--- src/common/crad_pkg.sv ---
// Notes on behaviour
// - Clear clock write bit: read control byte, AND with 0x7f, write back.
// - Set clock read bit: read control byte, OR with 0x40, write back.
// - Clear clock read bit: read control byte, AND with 0xbf, write back.
// - Inverting A10 moves clock bytes from 7F8-7FF to 3F8-3FF.
// - Any subset of the eight upper device address lines may be inverted.
// - Chip enables decode from host lines above A10; clock bytes stay consecutive.
// - A port bit drives a pseudo address line that joins device selection.
// - I/O request strobe selects the port chip and disables all memory.
// - Master and three slaves each get a 2K window, clock bytes on top.
// - I/O map: menu preset 0000, data preset 0001, display 0002.
// - Memory write strobe is blocked while system reset is asserted.
// - Execute button raises an event; the menu preset is then read.
// - Separate memory and I/O data transceivers share the processor data bus.
package crad_pkg;

  localparam logic [7:0]  OFF_CMD     = 8'h00;
  localparam logic [7:0]  OFF_ADDR    = 8'h04;
  localparam logic [7:0]  OFF_WDATA   = 8'h08;
  localparam logic [7:0]  OFF_STAT    = 8'h0c;
  localparam logic [7:0]  OFF_RDATA   = 8'h10;
  localparam logic [7:0]  OFF_CFG     = 8'h14;
  localparam logic [7:0]  OFF_MENU    = 8'h18;

  localparam int          ST_BUSY     = 0;
  localparam int          ST_DONE     = 1;
  localparam int          ST_EXEC     = 2;
  localparam int          ST_ERR      = 3;
  localparam int          CFG_INV_LSB = 0;
  localparam int          CFG_BANK_EN = 8;
  localparam int          CFG_BANK    = 9;
  localparam logic [9:0]  CFG_RST     = 10'h000;

  localparam logic [10:0] CTRL_OFF    = 11'h7f8;
  localparam logic [7:0]  SET_W_MASK  = 8'h80;
  localparam logic [7:0]  CLR_W_MASK  = 8'h7f;
  localparam logic [7:0]  SET_R_MASK  = 8'h40;
  localparam logic [7:0]  CLR_R_MASK  = 8'hbf;

  localparam int          WIN_LSB     = 11;
  localparam logic [2:0]  DEV_BASE    = 3'h0;
  localparam logic [15:0] IO_MENU     = 16'h0000;
  localparam logic [15:0] IO_DATA     = 16'h0001;
  localparam logic [15:0] IO_DISP     = 16'h0002;

  localparam int          CLK_NS      = 100;
  localparam int          ACC_NS      = 250;
  localparam logic [2:0]  ACC_CYC     = 3'((ACC_NS + CLK_NS - 1) / CLK_NS);

  typedef enum logic [2:0] {
    CMD_MRD, CMD_MWR, CMD_SETW, CMD_CLRW, CMD_SETR, CMD_CLRR, CMD_IORD, CMD_IOWR
  } crad_cmd_t;

  typedef enum logic [1:0] {S_IDLE, S_RUN, S_WAIT} crad_seq_t;
  typedef enum logic [1:0] {C_IDLE, C_SETUP, C_STROBE, C_RECOV} crad_cyc_t;

  typedef struct packed {
    logic        wr;
    logic        io;
    logic [15:0] addr;
    logic [7:0]  data;
  } crad_req_t;

  typedef struct packed {
    logic [10:0] addr;
    logic [7:0]  dq;
    logic        dq_oe;
    logic [3:0]  ce_n;
    logic        oe_n;
    logic        we_n;
    logic        iorq_n;
    logic        port_cs_n;
    logic        mem_buf_en;
    logic        io_buf_en;
  } crad_pins_t;

  localparam crad_pins_t PINS_IDLE = '{addr: 11'h000, dq: 8'h00, dq_oe: 1'b0,
                                       ce_n: 4'hf, oe_n: 1'b1, we_n: 1'b1,
                                       iorq_n: 1'b1, port_cs_n: 1'b1,
                                       mem_buf_en: 1'b0, io_buf_en: 1'b0};

endpackage

--- src/design/crad_cycle.sv ---
`timescale 1ns/10ps
module crad_cycle (
  input  wire logic                pclk,
  input  wire logic                presetn,
  input  wire logic                start,
  input  wire crad_pkg::crad_req_t req,
  input  wire logic [10:0]         dev_addr,
  input  wire logic [3:0]          ce_sel,
  input  wire logic                port_sel,
  input  wire logic [7:0]          dq_in,
  output crad_pkg::crad_pins_t     pins,
  output logic                     done,
  output logic      [7:0]          rdata
);
  import crad_pkg::*;

  crad_cyc_t  st_reg,    st_next;
  crad_pins_t pins_reg,  pins_next;
  logic [2:0] cnt_reg,   cnt_next;
  logic       wr_reg,    wr_next;
  logic       done_reg,  done_next;
  logic [7:0] rdata_reg, rdata_next;

  always_comb begin
    st_next    = st_reg;
    pins_next  = pins_reg;
    cnt_next   = cnt_reg;
    wr_next    = wr_reg;
    done_next  = 1'b0;
    rdata_next = rdata_reg;
    unique case (st_reg)
      C_IDLE: begin
        if (start) begin
          pins_next            = PINS_IDLE;
          pins_next.addr       = req.io ? {9'h000, req.addr[1:0]} : dev_addr;
          pins_next.ce_n       = ~ce_sel;
          pins_next.iorq_n     = !req.io;
          pins_next.port_cs_n  = !port_sel;
          pins_next.mem_buf_en = !req.io;
          pins_next.io_buf_en  = req.io;
          pins_next.dq         = req.data;
          pins_next.dq_oe      = req.wr;
          wr_next              = req.wr;
          st_next              = C_SETUP;
        end
      end
      C_SETUP: begin
        if (wr_reg) begin
          pins_next.we_n = 1'b0;
        end else begin
          pins_next.oe_n = 1'b0;
        end
        cnt_next = ACC_CYC - 3'h1;
        st_next  = C_STROBE;
      end
      C_STROBE: begin
        if (cnt_reg == 3'h0) begin
          if (!wr_reg) begin
            rdata_next = dq_in;
          end
          pins_next.oe_n = 1'b1;
          pins_next.we_n = 1'b1;
          st_next        = C_RECOV;
        end else begin
          cnt_next = cnt_reg - 3'h1;
        end
      end
      C_RECOV: begin
        pins_next = PINS_IDLE;
        done_next = 1'b1;
        st_next   = C_IDLE;
      end
    endcase
  end

  // Reset holds every strobe inactive, so no write can reach a device
  always_ff @(posedge pclk or negedge presetn) begin
    if (!presetn) begin
      st_reg    <= C_IDLE;
      pins_reg  <= PINS_IDLE;
      cnt_reg   <= 3'h0;
      wr_reg    <= 1'b0;
      done_reg  <= 1'b0;
      rdata_reg <= 8'h00;
    end else begin
      st_reg    <= st_next;
      pins_reg  <= pins_next;
      cnt_reg   <= cnt_next;
      wr_reg    <= wr_next;
      done_reg  <= done_next;
      rdata_reg <= rdata_next;
    end
  end

  assign pins  = pins_reg;
  assign done  = done_reg;
  assign rdata = rdata_reg;

endmodule

--- src/design/crad_decode.sv ---
`timescale 1ns/10ps
module crad_decode (
  input  wire crad_pkg::crad_req_t req,
  input  wire logic [7:0]          inv_mask,
  input  wire logic                bank_en,
  input  wire logic                bank_line,
  output logic      [10:0]         dev_addr,
  output logic      [3:0]          ce_sel,
  output logic                     port_sel,
  output logic                     hit
);
  import crad_pkg::*;

  logic win_ok;

  always_comb begin
    dev_addr = {req.addr[10:3] ^ inv_mask, req.addr[2:0]};
    win_ok   = (req.addr[15:13] == DEV_BASE) && (!bank_en || bank_line);
    ce_sel   = 4'h0;
    if (!req.io && win_ok) begin
      ce_sel = 4'h1 << req.addr[12:WIN_LSB];
    end
    port_sel = req.io && (req.addr <= IO_DISP);
    hit      = (ce_sel != 4'h0) || port_sel;
  end

endmodule

--- src/design/crad_top.sv ---
`timescale 1ns/10ps
module crad_top (
  input  wire logic        pclk,
  input  wire logic        presetn,
  input  wire logic        psel,
  input  wire logic        penable,
  input  wire logic        pwrite,
  input  wire logic [7:0]  paddr,
  input  wire logic [31:0] pwdata,
  output logic      [31:0] prdata,
  output logic             pready,
  output logic             pslverr,
  input  wire logic        exec_btn,
  input  wire logic [7:0]  dq_in,
  output logic      [7:0]  dq_out,
  output logic             dq_oe,
  output logic      [10:0] mem_addr,
  output logic      [3:0]  ce_n,
  output logic             oe_n,
  output logic             we_n,
  output logic             io_request_strobe_n,
  output logic             port_cs_n,
  output logic             mem_buf_en,
  output logic             io_buf_en,
  output logic             bank_line
);
  import crad_pkg::*;

  // Bus slave state
  logic        pready_reg,  pready_next;
  logic        pslverr_reg, pslverr_next;
  logic [31:0] prdata_reg,  prdata_next;
  logic [15:0] addr_reg,    addr_next;
  logic [7:0]  wdata_reg,   wdata_next;
  logic [9:0]  cfg_reg,     cfg_next;
  logic        done_reg,    done_next;
  logic        exec_reg,    exec_next;
  logic        err_reg,     err_next;
  logic        btn_reg,     btn_next;
  logic        menu_pend_reg, menu_pend_next;
  logic [7:0]  rd_reg,      rd_next;
  logic [7:0]  menu_reg,    menu_next;

  // Sequencer state
  crad_seq_t   seq_reg,     seq_next;
  crad_cmd_t   cmd_reg,     cmd_next;
  crad_req_t   req_reg,     req_next;
  logic        rmw_reg,     rmw_next;
  logic        auto_reg,    auto_next;
  logic        start_reg,   start_next;

  logic        acc;
  logic        unmapped;
  logic        cmd_go;
  logic        exec_rise;
  logic        take_menu;
  logic        done_set;
  logic        err_set;
  crad_cmd_t   cmd_w;

  logic [10:0] dev_addr;
  logic [3:0]  ce_sel;
  logic        port_sel;
  logic        hit;
  logic        cyc_done;
  logic [7:0]  cyc_rdata;
  crad_pins_t  pins;

  function automatic logic [7:0] modify(input crad_cmd_t c, input logic [7:0] v);
    case (c)
      CMD_SETW: modify = v | SET_W_MASK;
      CMD_CLRW: modify = v & CLR_W_MASK;
      CMD_SETR: modify = v | SET_R_MASK;
      CMD_CLRR: modify = v & CLR_R_MASK;
      default:  modify = v;
    endcase
  endfunction

  crad_decode u_decode (
    .req       (req_reg),
    .inv_mask  (cfg_reg[CFG_INV_LSB +: 8]),
    .bank_en   (cfg_reg[CFG_BANK_EN]),
    .bank_line (cfg_reg[CFG_BANK]),
    .dev_addr  (dev_addr),
    .ce_sel    (ce_sel),
    .port_sel  (port_sel),
    .hit       (hit)
  );

  crad_cycle u_cycle (
    .pclk     (pclk),
    .presetn  (presetn),
    .start    (start_reg),
    .req      (req_reg),
    .dev_addr (dev_addr),
    .ce_sel   (ce_sel),
    .port_sel (port_sel),
    .dq_in    (dq_in),
    .pins     (pins),
    .done     (cyc_done),
    .rdata    (cyc_rdata)
  );

  // Request sequencer, with read-modify-write of the control byte
  always_comb begin
    seq_next   = seq_reg;
    cmd_next   = cmd_reg;
    req_next   = req_reg;
    rmw_next   = rmw_reg;
    auto_next  = auto_reg;
    start_next = 1'b0;
    take_menu  = 1'b0;
    done_set   = 1'b0;
    err_set    = 1'b0;
    rd_next    = rd_reg;
    menu_next  = menu_reg;
    unique case (seq_reg)
      S_IDLE: begin
        if (menu_pend_reg) begin
          req_next  = '{wr: 1'b0, io: 1'b1, addr: IO_MENU, data: 8'h00};
          auto_next = 1'b1;
          rmw_next  = 1'b0;
          take_menu = 1'b1;
          seq_next  = S_RUN;
        end else if (cmd_go) begin
          cmd_next     = cmd_w;
          auto_next    = 1'b0;
          rmw_next     = cmd_w inside {CMD_SETW, CMD_CLRW, CMD_SETR, CMD_CLRR};
          req_next.wr  = (cmd_w == CMD_MWR) || (cmd_w == CMD_IOWR);
          req_next.io  = (cmd_w == CMD_IORD) || (cmd_w == CMD_IOWR);
          req_next.data = wdata_reg;
          req_next.addr = addr_reg;
          if (cmd_w inside {CMD_SETW, CMD_CLRW, CMD_SETR, CMD_CLRR}) begin
            req_next.addr = {addr_reg[15:WIN_LSB], CTRL_OFF};
          end
          seq_next = S_RUN;
        end
      end
      S_RUN: begin
        if (!hit) begin
          err_set  = 1'b1;
          done_set = 1'b1;
          seq_next = S_IDLE;
        end else begin
          start_next = 1'b1;
          seq_next   = S_WAIT;
        end
      end
      S_WAIT: begin
        if (cyc_done) begin
          if (rmw_reg) begin
            rmw_next      = 1'b0;
            req_next.wr   = 1'b1;
            req_next.data = modify(cmd_reg, cyc_rdata);
            seq_next      = S_RUN;
          end else begin
            rd_next  = req_reg.wr ? req_reg.data : cyc_rdata;
            if (auto_reg) begin
              menu_next = cyc_rdata;
            end
            done_set = 1'b1;
            seq_next = S_IDLE;
          end
        end
      end
    endcase
  end

  always_ff @(posedge pclk or negedge presetn) begin
    if (!presetn) begin
      seq_reg   <= S_IDLE;
      cmd_reg   <= CMD_MRD;
      req_reg   <= '0;
      rmw_reg   <= 1'b0;
      auto_reg  <= 1'b0;
      start_reg <= 1'b0;
      rd_reg    <= 8'h00;
      menu_reg  <= 8'h00;
    end else begin
      seq_reg   <= seq_next;
      cmd_reg   <= cmd_next;
      req_reg   <= req_next;
      rmw_reg   <= rmw_next;
      auto_reg  <= auto_next;
      start_reg <= start_next;
      rd_reg    <= rd_next;
      menu_reg  <= menu_next;
    end
  end

  // APB slave: one wait state, then pready with registered data
  always_comb begin
    acc       = psel && penable && pready_reg;
    unmapped  = !(paddr inside {OFF_CMD, OFF_ADDR, OFF_WDATA, OFF_STAT,
                                OFF_RDATA, OFF_CFG, OFF_MENU});
    cmd_w     = crad_cmd_t'(pwdata[2:0]);
    cmd_go    = acc && pwrite && (paddr == OFF_CMD) && (seq_reg == S_IDLE);
    exec_rise = exec_btn && !btn_reg;

    pready_next  = psel && penable && !pready_reg;
    pslverr_next = pready_next && unmapped;
    prdata_next  = 32'h0000_0000;
    unique case (paddr)
      OFF_ADDR:  prdata_next = {16'h0000, addr_reg};
      OFF_WDATA: prdata_next = {24'h000000, wdata_reg};
      OFF_STAT:  prdata_next = {28'h0000000, err_reg, exec_reg, done_reg,
                                seq_reg != S_IDLE};
      OFF_RDATA: prdata_next = {24'h000000, rd_reg};
      OFF_CFG:   prdata_next = {22'h000000, cfg_reg};
      OFF_MENU:  prdata_next = {24'h000000, menu_reg};
      default:   prdata_next = 32'h0000_0000;
    endcase
    if (!pready_next || pwrite) begin
      prdata_next = 32'h0000_0000;
    end

    addr_next      = addr_reg;
    wdata_next     = wdata_reg;
    cfg_next       = cfg_reg;
    btn_next       = exec_btn;
    done_next      = done_reg;
    exec_next      = exec_reg;
    err_next       = err_reg;
    if (acc && pwrite) begin
      unique case (paddr)
        OFF_ADDR:  addr_next  = pwdata[15:0];
        OFF_WDATA: wdata_next = pwdata[7:0];
        OFF_CFG:   cfg_next   = pwdata[9:0];
        OFF_STAT: begin
          done_next = done_reg & ~pwdata[ST_DONE];
          exec_next = exec_reg & ~pwdata[ST_EXEC];
          err_next  = err_reg & ~pwdata[ST_ERR];
        end
        default: begin
        end
      endcase
    end
    if (acc && pwrite && (paddr == OFF_CMD) && (seq_reg != S_IDLE)) begin
      err_next = 1'b1;
    end
    if (done_set) begin
      done_next = 1'b1;
    end
    if (err_set) begin
      err_next = 1'b1;
    end
    if (exec_rise) begin
      exec_next = 1'b1;
    end
    menu_pend_next = exec_rise || (menu_pend_reg && !take_menu);
  end

  always_ff @(posedge pclk or negedge presetn) begin
    if (!presetn) begin
      pready_reg    <= 1'b0;
      pslverr_reg   <= 1'b0;
      prdata_reg    <= 32'h0000_0000;
      addr_reg      <= 16'h0000;
      wdata_reg     <= 8'h00;
      cfg_reg       <= CFG_RST;
      btn_reg       <= 1'b0;
      done_reg      <= 1'b0;
      exec_reg      <= 1'b0;
      err_reg       <= 1'b0;
      menu_pend_reg <= 1'b0;
    end else begin
      pready_reg    <= pready_next;
      pslverr_reg   <= pslverr_next;
      prdata_reg    <= prdata_next;
      addr_reg      <= addr_next;
      wdata_reg     <= wdata_next;
      cfg_reg       <= cfg_next;
      btn_reg       <= btn_next;
      done_reg      <= done_next;
      exec_reg      <= exec_next;
      err_reg       <= err_next;
      menu_pend_reg <= menu_pend_next;
    end
  end

  assign prdata              = prdata_reg;
  assign pready              = pready_reg;
  assign pslverr             = pslverr_reg;
  assign dq_out              = pins.dq;
  assign dq_oe               = pins.dq_oe;
  assign mem_addr            = pins.addr;
  assign ce_n                = pins.ce_n;
  assign oe_n                = pins.oe_n;
  assign we_n                = pins.we_n;
  assign io_request_strobe_n = pins.iorq_n;
  assign port_cs_n           = pins.port_cs_n;
  assign mem_buf_en          = pins.mem_buf_en;
  assign io_buf_en           = pins.io_buf_en;
  assign bank_line           = cfg_reg[CFG_BANK];

endmodule

--- config.mk ---
export PLATFORM = sky130hd
export DESIGN_NAME = crad_top
export DESIGN_NICKNAME = d
export VERILOG_FILES = /design/src/common/crad_pkg.sv /design/src/design/crad_cycle.sv /design/src/design/crad_decode.sv /design/src/design/crad_top.sv
export SDC_FILE = /design/constraint.sdc
export NUM_CORES = 1
export LEC_CHECK = 0
export ABC_CLOCK_PERIOD_IN_PS = 2800
export BUFFER_PORTS_ARGS = -buffer_cell sky130_fd_sc_hd__buf_4
export CAP_MARGIN = 25
export CORE_MARGIN = 2
export CORE_UTILIZATION = 35
export DETAILED_ROUTE_END_ITERATION = 8
export PLACE_DENSITY = 0.65
export SLEW_MARGIN = 20
export SYNTH_ARGS = -nofsm -noshare
export SYNTH_HDL_FRONTEND = slang
export SYNTH_SLANG_ARGS = --single-unit
--- constraint.sdc ---
create_clock -name pclk -period 2.8 [get_ports pclk]
set_clock_uncertainty 0.2 [all_clocks]
set_input_delay 0.14 -clock pclk [delete_from_list [all_inputs] [get_ports pclk]]
set_output_delay 0.14 -clock pclk [all_outputs]
set_load 0.1 [all_outputs]
* Word-level counts from Yosys, hierarchy flattened
Cells that the tools add are included.
** Cells by class
- $add $sub $neg :: 1
- Order comparisons :: 1
- Equal/unequal tests :: 30
- Shift operators :: 1
- Multiplexer cells :: 58
- Bitwise logic cells :: 11
- Reduce and logical (&&, ||, !) cells :: 66
** Operator list (number)
- $pmux 16 s6 :: 1
- $mux 26 :: 2
- $pmux 24 s2 :: 1
- $mux 32 :: 1
- $pmux 8 s4 :: 1
- $mux 30 :: 1
- $mux 1 :: 29
- $eq 8x5->1 const B :: 3
- $mux 8 :: 3
- $reduce_and 2->1 :: 12
- $mux 11 :: 2
- $eq 3x3->1 const B :: 6
- $reduce_and 3->1 :: 6
- $reduce_bool 2->1 :: 9
- $eq 8x4->1 const B :: 2
- $le 16x2->1 const B :: 1
- $pmux 2 s4 :: 2
- $pmux 8 s2 :: 1
- $logic_and 1x1->1 :: 13
- $eq 3x2->1 const B :: 4
- $mux 2 :: 6
- $eq 8x3->1 const B :: 1
- $logic_not 1->1 :: 8
- $logic_not 8->1 :: 1
- other kinds (25) :: 52
** Storage, ports and cells
- Bits in registers :: 168
- Bits of input ports :: 54
- Output and inout bits :: 65

* Longest topological paths before layout
- Depth after elaboration :: 11
- Gate-level depth with buffers :: 8
- Gate-level depth less buffers :: 6

* Hierarchy
Synthesis repeated with hierarchy kept, for this count alone.
** Second synthesis, totals
- Cells, all modules :: 570
- Area total of the unflattened synthesis :: 7028.0 µm²
** Modules (own cells, without submodules)
- crad_top :: instances 1, cells each 399, area an instance 4870.9 µm², sequential area each 2677.6 µm²
- crad_cycle :: instances 1, cells each 144, area an instance 1959.4 µm², sequential area each 1136.1 µm²
- crad_decode :: instances 1, cells each 27, area an instance 197.7 µm², sequential area each 0.0 µm²

* Worst setup path before layout
No wires, ideal clock.
- Path kind :: register -> register
- Start :: register pready_reg, in the netlist pready
- End :: register addr_reg[0]
- Library setup time :: 0.125 ns
- Arrival time :: 2.510 ns
- Data required time :: 2.475 ns
- Path slack :: -0.035 ns
- Stages on the path, launching flop included :: 7
- Buffers on the path :: 2
- Cell sequence :: dfrtp_1 > and4_1 > clkbuf_1 > nand3_1 > nor3_2 > buf_2 > mux2_2
** On the way
- Word-level cells in the longest chain between the ends :: 3
** RTL lines
- from (decl) :: RTL line crad_top.sv:30 : logic pready_reg, pready_next;
- from (signal assigned) :: RTL line crad_top.sv:267 : pready_reg <= pready_next;
- $logic_and 1x1->1 :: RTL line crad_top.sv:193 : acc = psel && penable && pready_reg;
- $logic_and 1x1->1 :: RTL line crad_top.sv:224 : if (acc && pwrite) begin
- $reduce_and 2->1 (no line)
- to (signal assigned) :: RTL line crad_top.sv:270 : addr_reg <= addr_next;
- to (decl) :: RTL line crad_top.sv:33 : logic [15:0] addr_reg, addr_next;
Every way passes these cells.
A chain may end at the register's enable or synchronous reset.

* Final worst setup path
- Start :: input paddr[1]
- End :: register cmd_reg[2]
** On the way
- Word-level cells in the longest chain between the ends :: 4
** RTL lines
- from (decl) :: RTL line crad_top.sv:8 : input wire logic [7:0] paddr,
- $logic_not 8->1 :: RTL line crad_top.sv:197 : cmd_go = acc && pwrite && (paddr == OFF_CMD) && (seq_reg == S_IDLE);
- $logic_and 1x1->1 (2 in a row) :: RTL line crad_top.sv:197
- $reduce_and 3->1 (no line)
- to (signal assigned) :: RTL line crad_top.sv:181 : cmd_reg <= cmd_next;
- to (decl) :: RTL line crad_top.sv:46 : crad_cmd_t cmd_reg, cmd_next;
Every way passes these cells.

==> out/metrics.cfg <==
[run_status]
status = completed

[worst_setup_path]
endpoint_kind = flop
critPathMaxStageDelay_ns = 0.55
critPathRequiredTime_ns = 2.91
path_delay_family = simple AND/OR/NAND/NOR gates
crit_chain = dlygate4sd3_1 -> buf_4 -> or4_4 -> or4_4 -> or3_1 -> mux2_4
path_buf_inv = 2
critPathKind = in -> reg
start_kind = input pin
r2r_setup_slack_ns = 0.42
slowest_stage = or4_4
path_max_fanout = 6
crit_top_cell = or4_4
worstPathArrival_ns = 2.74

[synth]
syn_inst = 581
yosysUniqueCellTypes = 54
synth-seq-cells = 152
syn-cell-area_um2 = 6848
synth_commonest_cells = dfrtp_1, mux2_2, nand2_1
yosysTopAreaCellShare = 0.5262
yosys.area.top_type = dfrtp_1
synthArstFlopShare = 1.000
synth_warnings = 0
synth_most_common_cell = dfrtp_1
synth-seq-area-share = 0.5569
syn_area_per_cell_um2 = 11.79
ys.flop_type = dfrtp_1
yosys-top-cells-area = dfrtp_1, mux2_2, a22o_1
synth_edf_count = 0

[flow_run]
cap_violations = 0

[grt]
grt_start_max_net_pins = 51
antenna_found_initial = 0
grt_pass1_wl_mm = 27.03
grt_use_total = 0.1732
overflow = 0
grt_pass1_vias = 4947

[floorplan]
boundaryPins = 119
die_area_um2 = 20700
start_util = 0.3542
core-area_um2 = 19330
dieWidth_um = 143.9
die_h_um = 143.9
row_count = 51

[cells_and_area]
n_antenna_cell = 0
fillCellCount = 1794
final_layout_size_suffix_gt1_frac = 0.2961
postLayoutCoreUtil = 0.4523
fin_nets = 776
area_delta_synth_final_pct = 27.70
finalInstanceArea_um2 = 8745
largest_reg_flops = 30

[detailed_routing]
dr.first_iter.drc_count = 250
dr.max_layer_used = met4
drc = 0
vias = 4950
wl_mm = 16.78
dr_wl_met3_um = 730
routed-wl-met2_mm = 7.869
routedWlPerCell_um = 16.94
dr.pass1.iters = 5
via_per_inst = 4.995
met1_length_mm = 7.796
drtAntennaViolNets = 0

[timing]
fin_ws_ns = 0.1660
rsz0062_at_grt = false
setup-violations-final = 0
fin_setup_tns_ns = 0
max_freq_mhz = 379.7
drv_slew = 0
hold_violations = 0
holdWs_ns = 0.05365
layout_min_cycle_time_ns = 2.634
tightest_slew_ns = 0.8487
slew_headroom = 0.4323
post-route-period-util = 0.9407

[cts]
clkSinkCount = 152
insertion_delay_ns = 0.43
cts_tree = done
path_clk_slew_ns = 0.06
clockRootBuffer = clkbuf_16
postCtsSetupBuffers = 0
htreeDepth = 4
numCtsBuffers = 17
clockBufferDepth = 2

[power]
power_density_nw_per_um2 = 871.2
netSwitchingFraction = 0.3710
leakagePower_nw = 4.145
pwr-share-comb = 0.316
p_seq_frac = 0.385
ir_worst_vdd_mv = 0.4439
intPower_w = 0.004792
switchingPower_w = 0.002826
clockPowerShare = 0.298

[placed_design]
gp_congestion = 0.8645
portBuffers = 86
pre_cts_ws_ns = 0.2918
placedInstanceArea_um2 = 7781
dp_hpwl_mm = 12.02

[min_path]
hold_path.class = in -> async

-- final cells by class --
cell class | instances | area [um^2] | area share
clock inverter | 10 | 118.9 | 0.01359
multi-input combinational | 386 | 2789 | 0.3189
tap | 265 | 331.6 | 0.03792
timing repair buffer | 139 | 1152 | 0.1318
inverter | 17 | 63.81 | 0.007297
sequential | 152 | 3815 | 0.4363
clock buffer | 22 | 474.2 | 0.05423
-- power by group through the flow --
stage                     sequential (W)  clock [W]  combinational, W
final                            0.00294    0.00227           0.00241
after global routing             0.00300    0.00242           0.00263
after CTS                        0.00294    0.00232           0.00243
after detailed placement         0.00297          0           0.00238
after global placement           0.00296          0           0.00235
after floorplan                  0.00345          0           0.00125
-- placed cells by master, fill, tap and decap left out, types with 17 or more instances in the layout --
master         Yosys  final
a22o_1            25     25
inv_1             17     17
o21ai_0           31     31
mux2i_1           21     21
clkbuf_16          0     17
nand2_1           52     52
dfrtp_1          144    143
nor2_1            30     30
buf_4             16    100
mux2_2            64     64
dlygate4sd3_1      0     37
-- routing by layer --
metal,global-route usage,vias to the layer above
met5,0,-
met4,0.06502,0
met3,0.03199,28
met2,0.2744,135
met1,0.2370,2461
li1,-,2326
-- final timing paths --
kind,start,endpoint,cells past startpoint
setup / recovery,paddr[1],cmd_reg[2],6
hold / removal,presetn,prdata[12],2
setup reg to reg,pready,req_reg[1],4
hold reg to reg,u_cycle.pins[14],u_cycle.pins[14],2
max in group asynchronous,presetn,u_cycle.pins[18],3
min in group pclk,psel,prdata[3],5
-- kinds of logic (layout without fill, tap and decap cells) --
family / Yosys count / after routing / synth area share
flops: 152 / 152 / 0.5569
simple gates: 149 / 149 / 0.1084
compound gates: 114 / 114 / 0.1184
mux: 88 / 88 / 0.1425
buf+inv: 58 / 188 / 0.04403
xor+xnor: 10 / 10 / 0.01279
fa+ha+maj: 9 / 9 / 0.01644
other cells: 1 / 16 / 0.0005476
-- metrics by stage --
stage / total power (W) / std cells
6_report: 0.007618 / 991
5_1_grt: 0.008054 / 991
4_1_cts: 0.007688 / 991
3_5_place_dp: 0.005352 / 922
3_3_place_gp: 0.005310 / 922
2_1_floorplan: 0.004707 / 596
-- worst reg2reg max path: cells and delay by family (launching register included) --
family           cells  cell delay [ns]
multiplexers         1             0.41
flip-flops           1             0.40
AO/OA/AOI/OAI        1             0.60
AND/OR/NAND/NOR      2             0.65
-- what timing repair did --
item                                   4_1_cts  5_1_grt
endpoints found under the hold margin      209        0
hold buffers                                37        0
resized for setup                            0        0
Note: power is estimated with default switching activity, not from simulation.
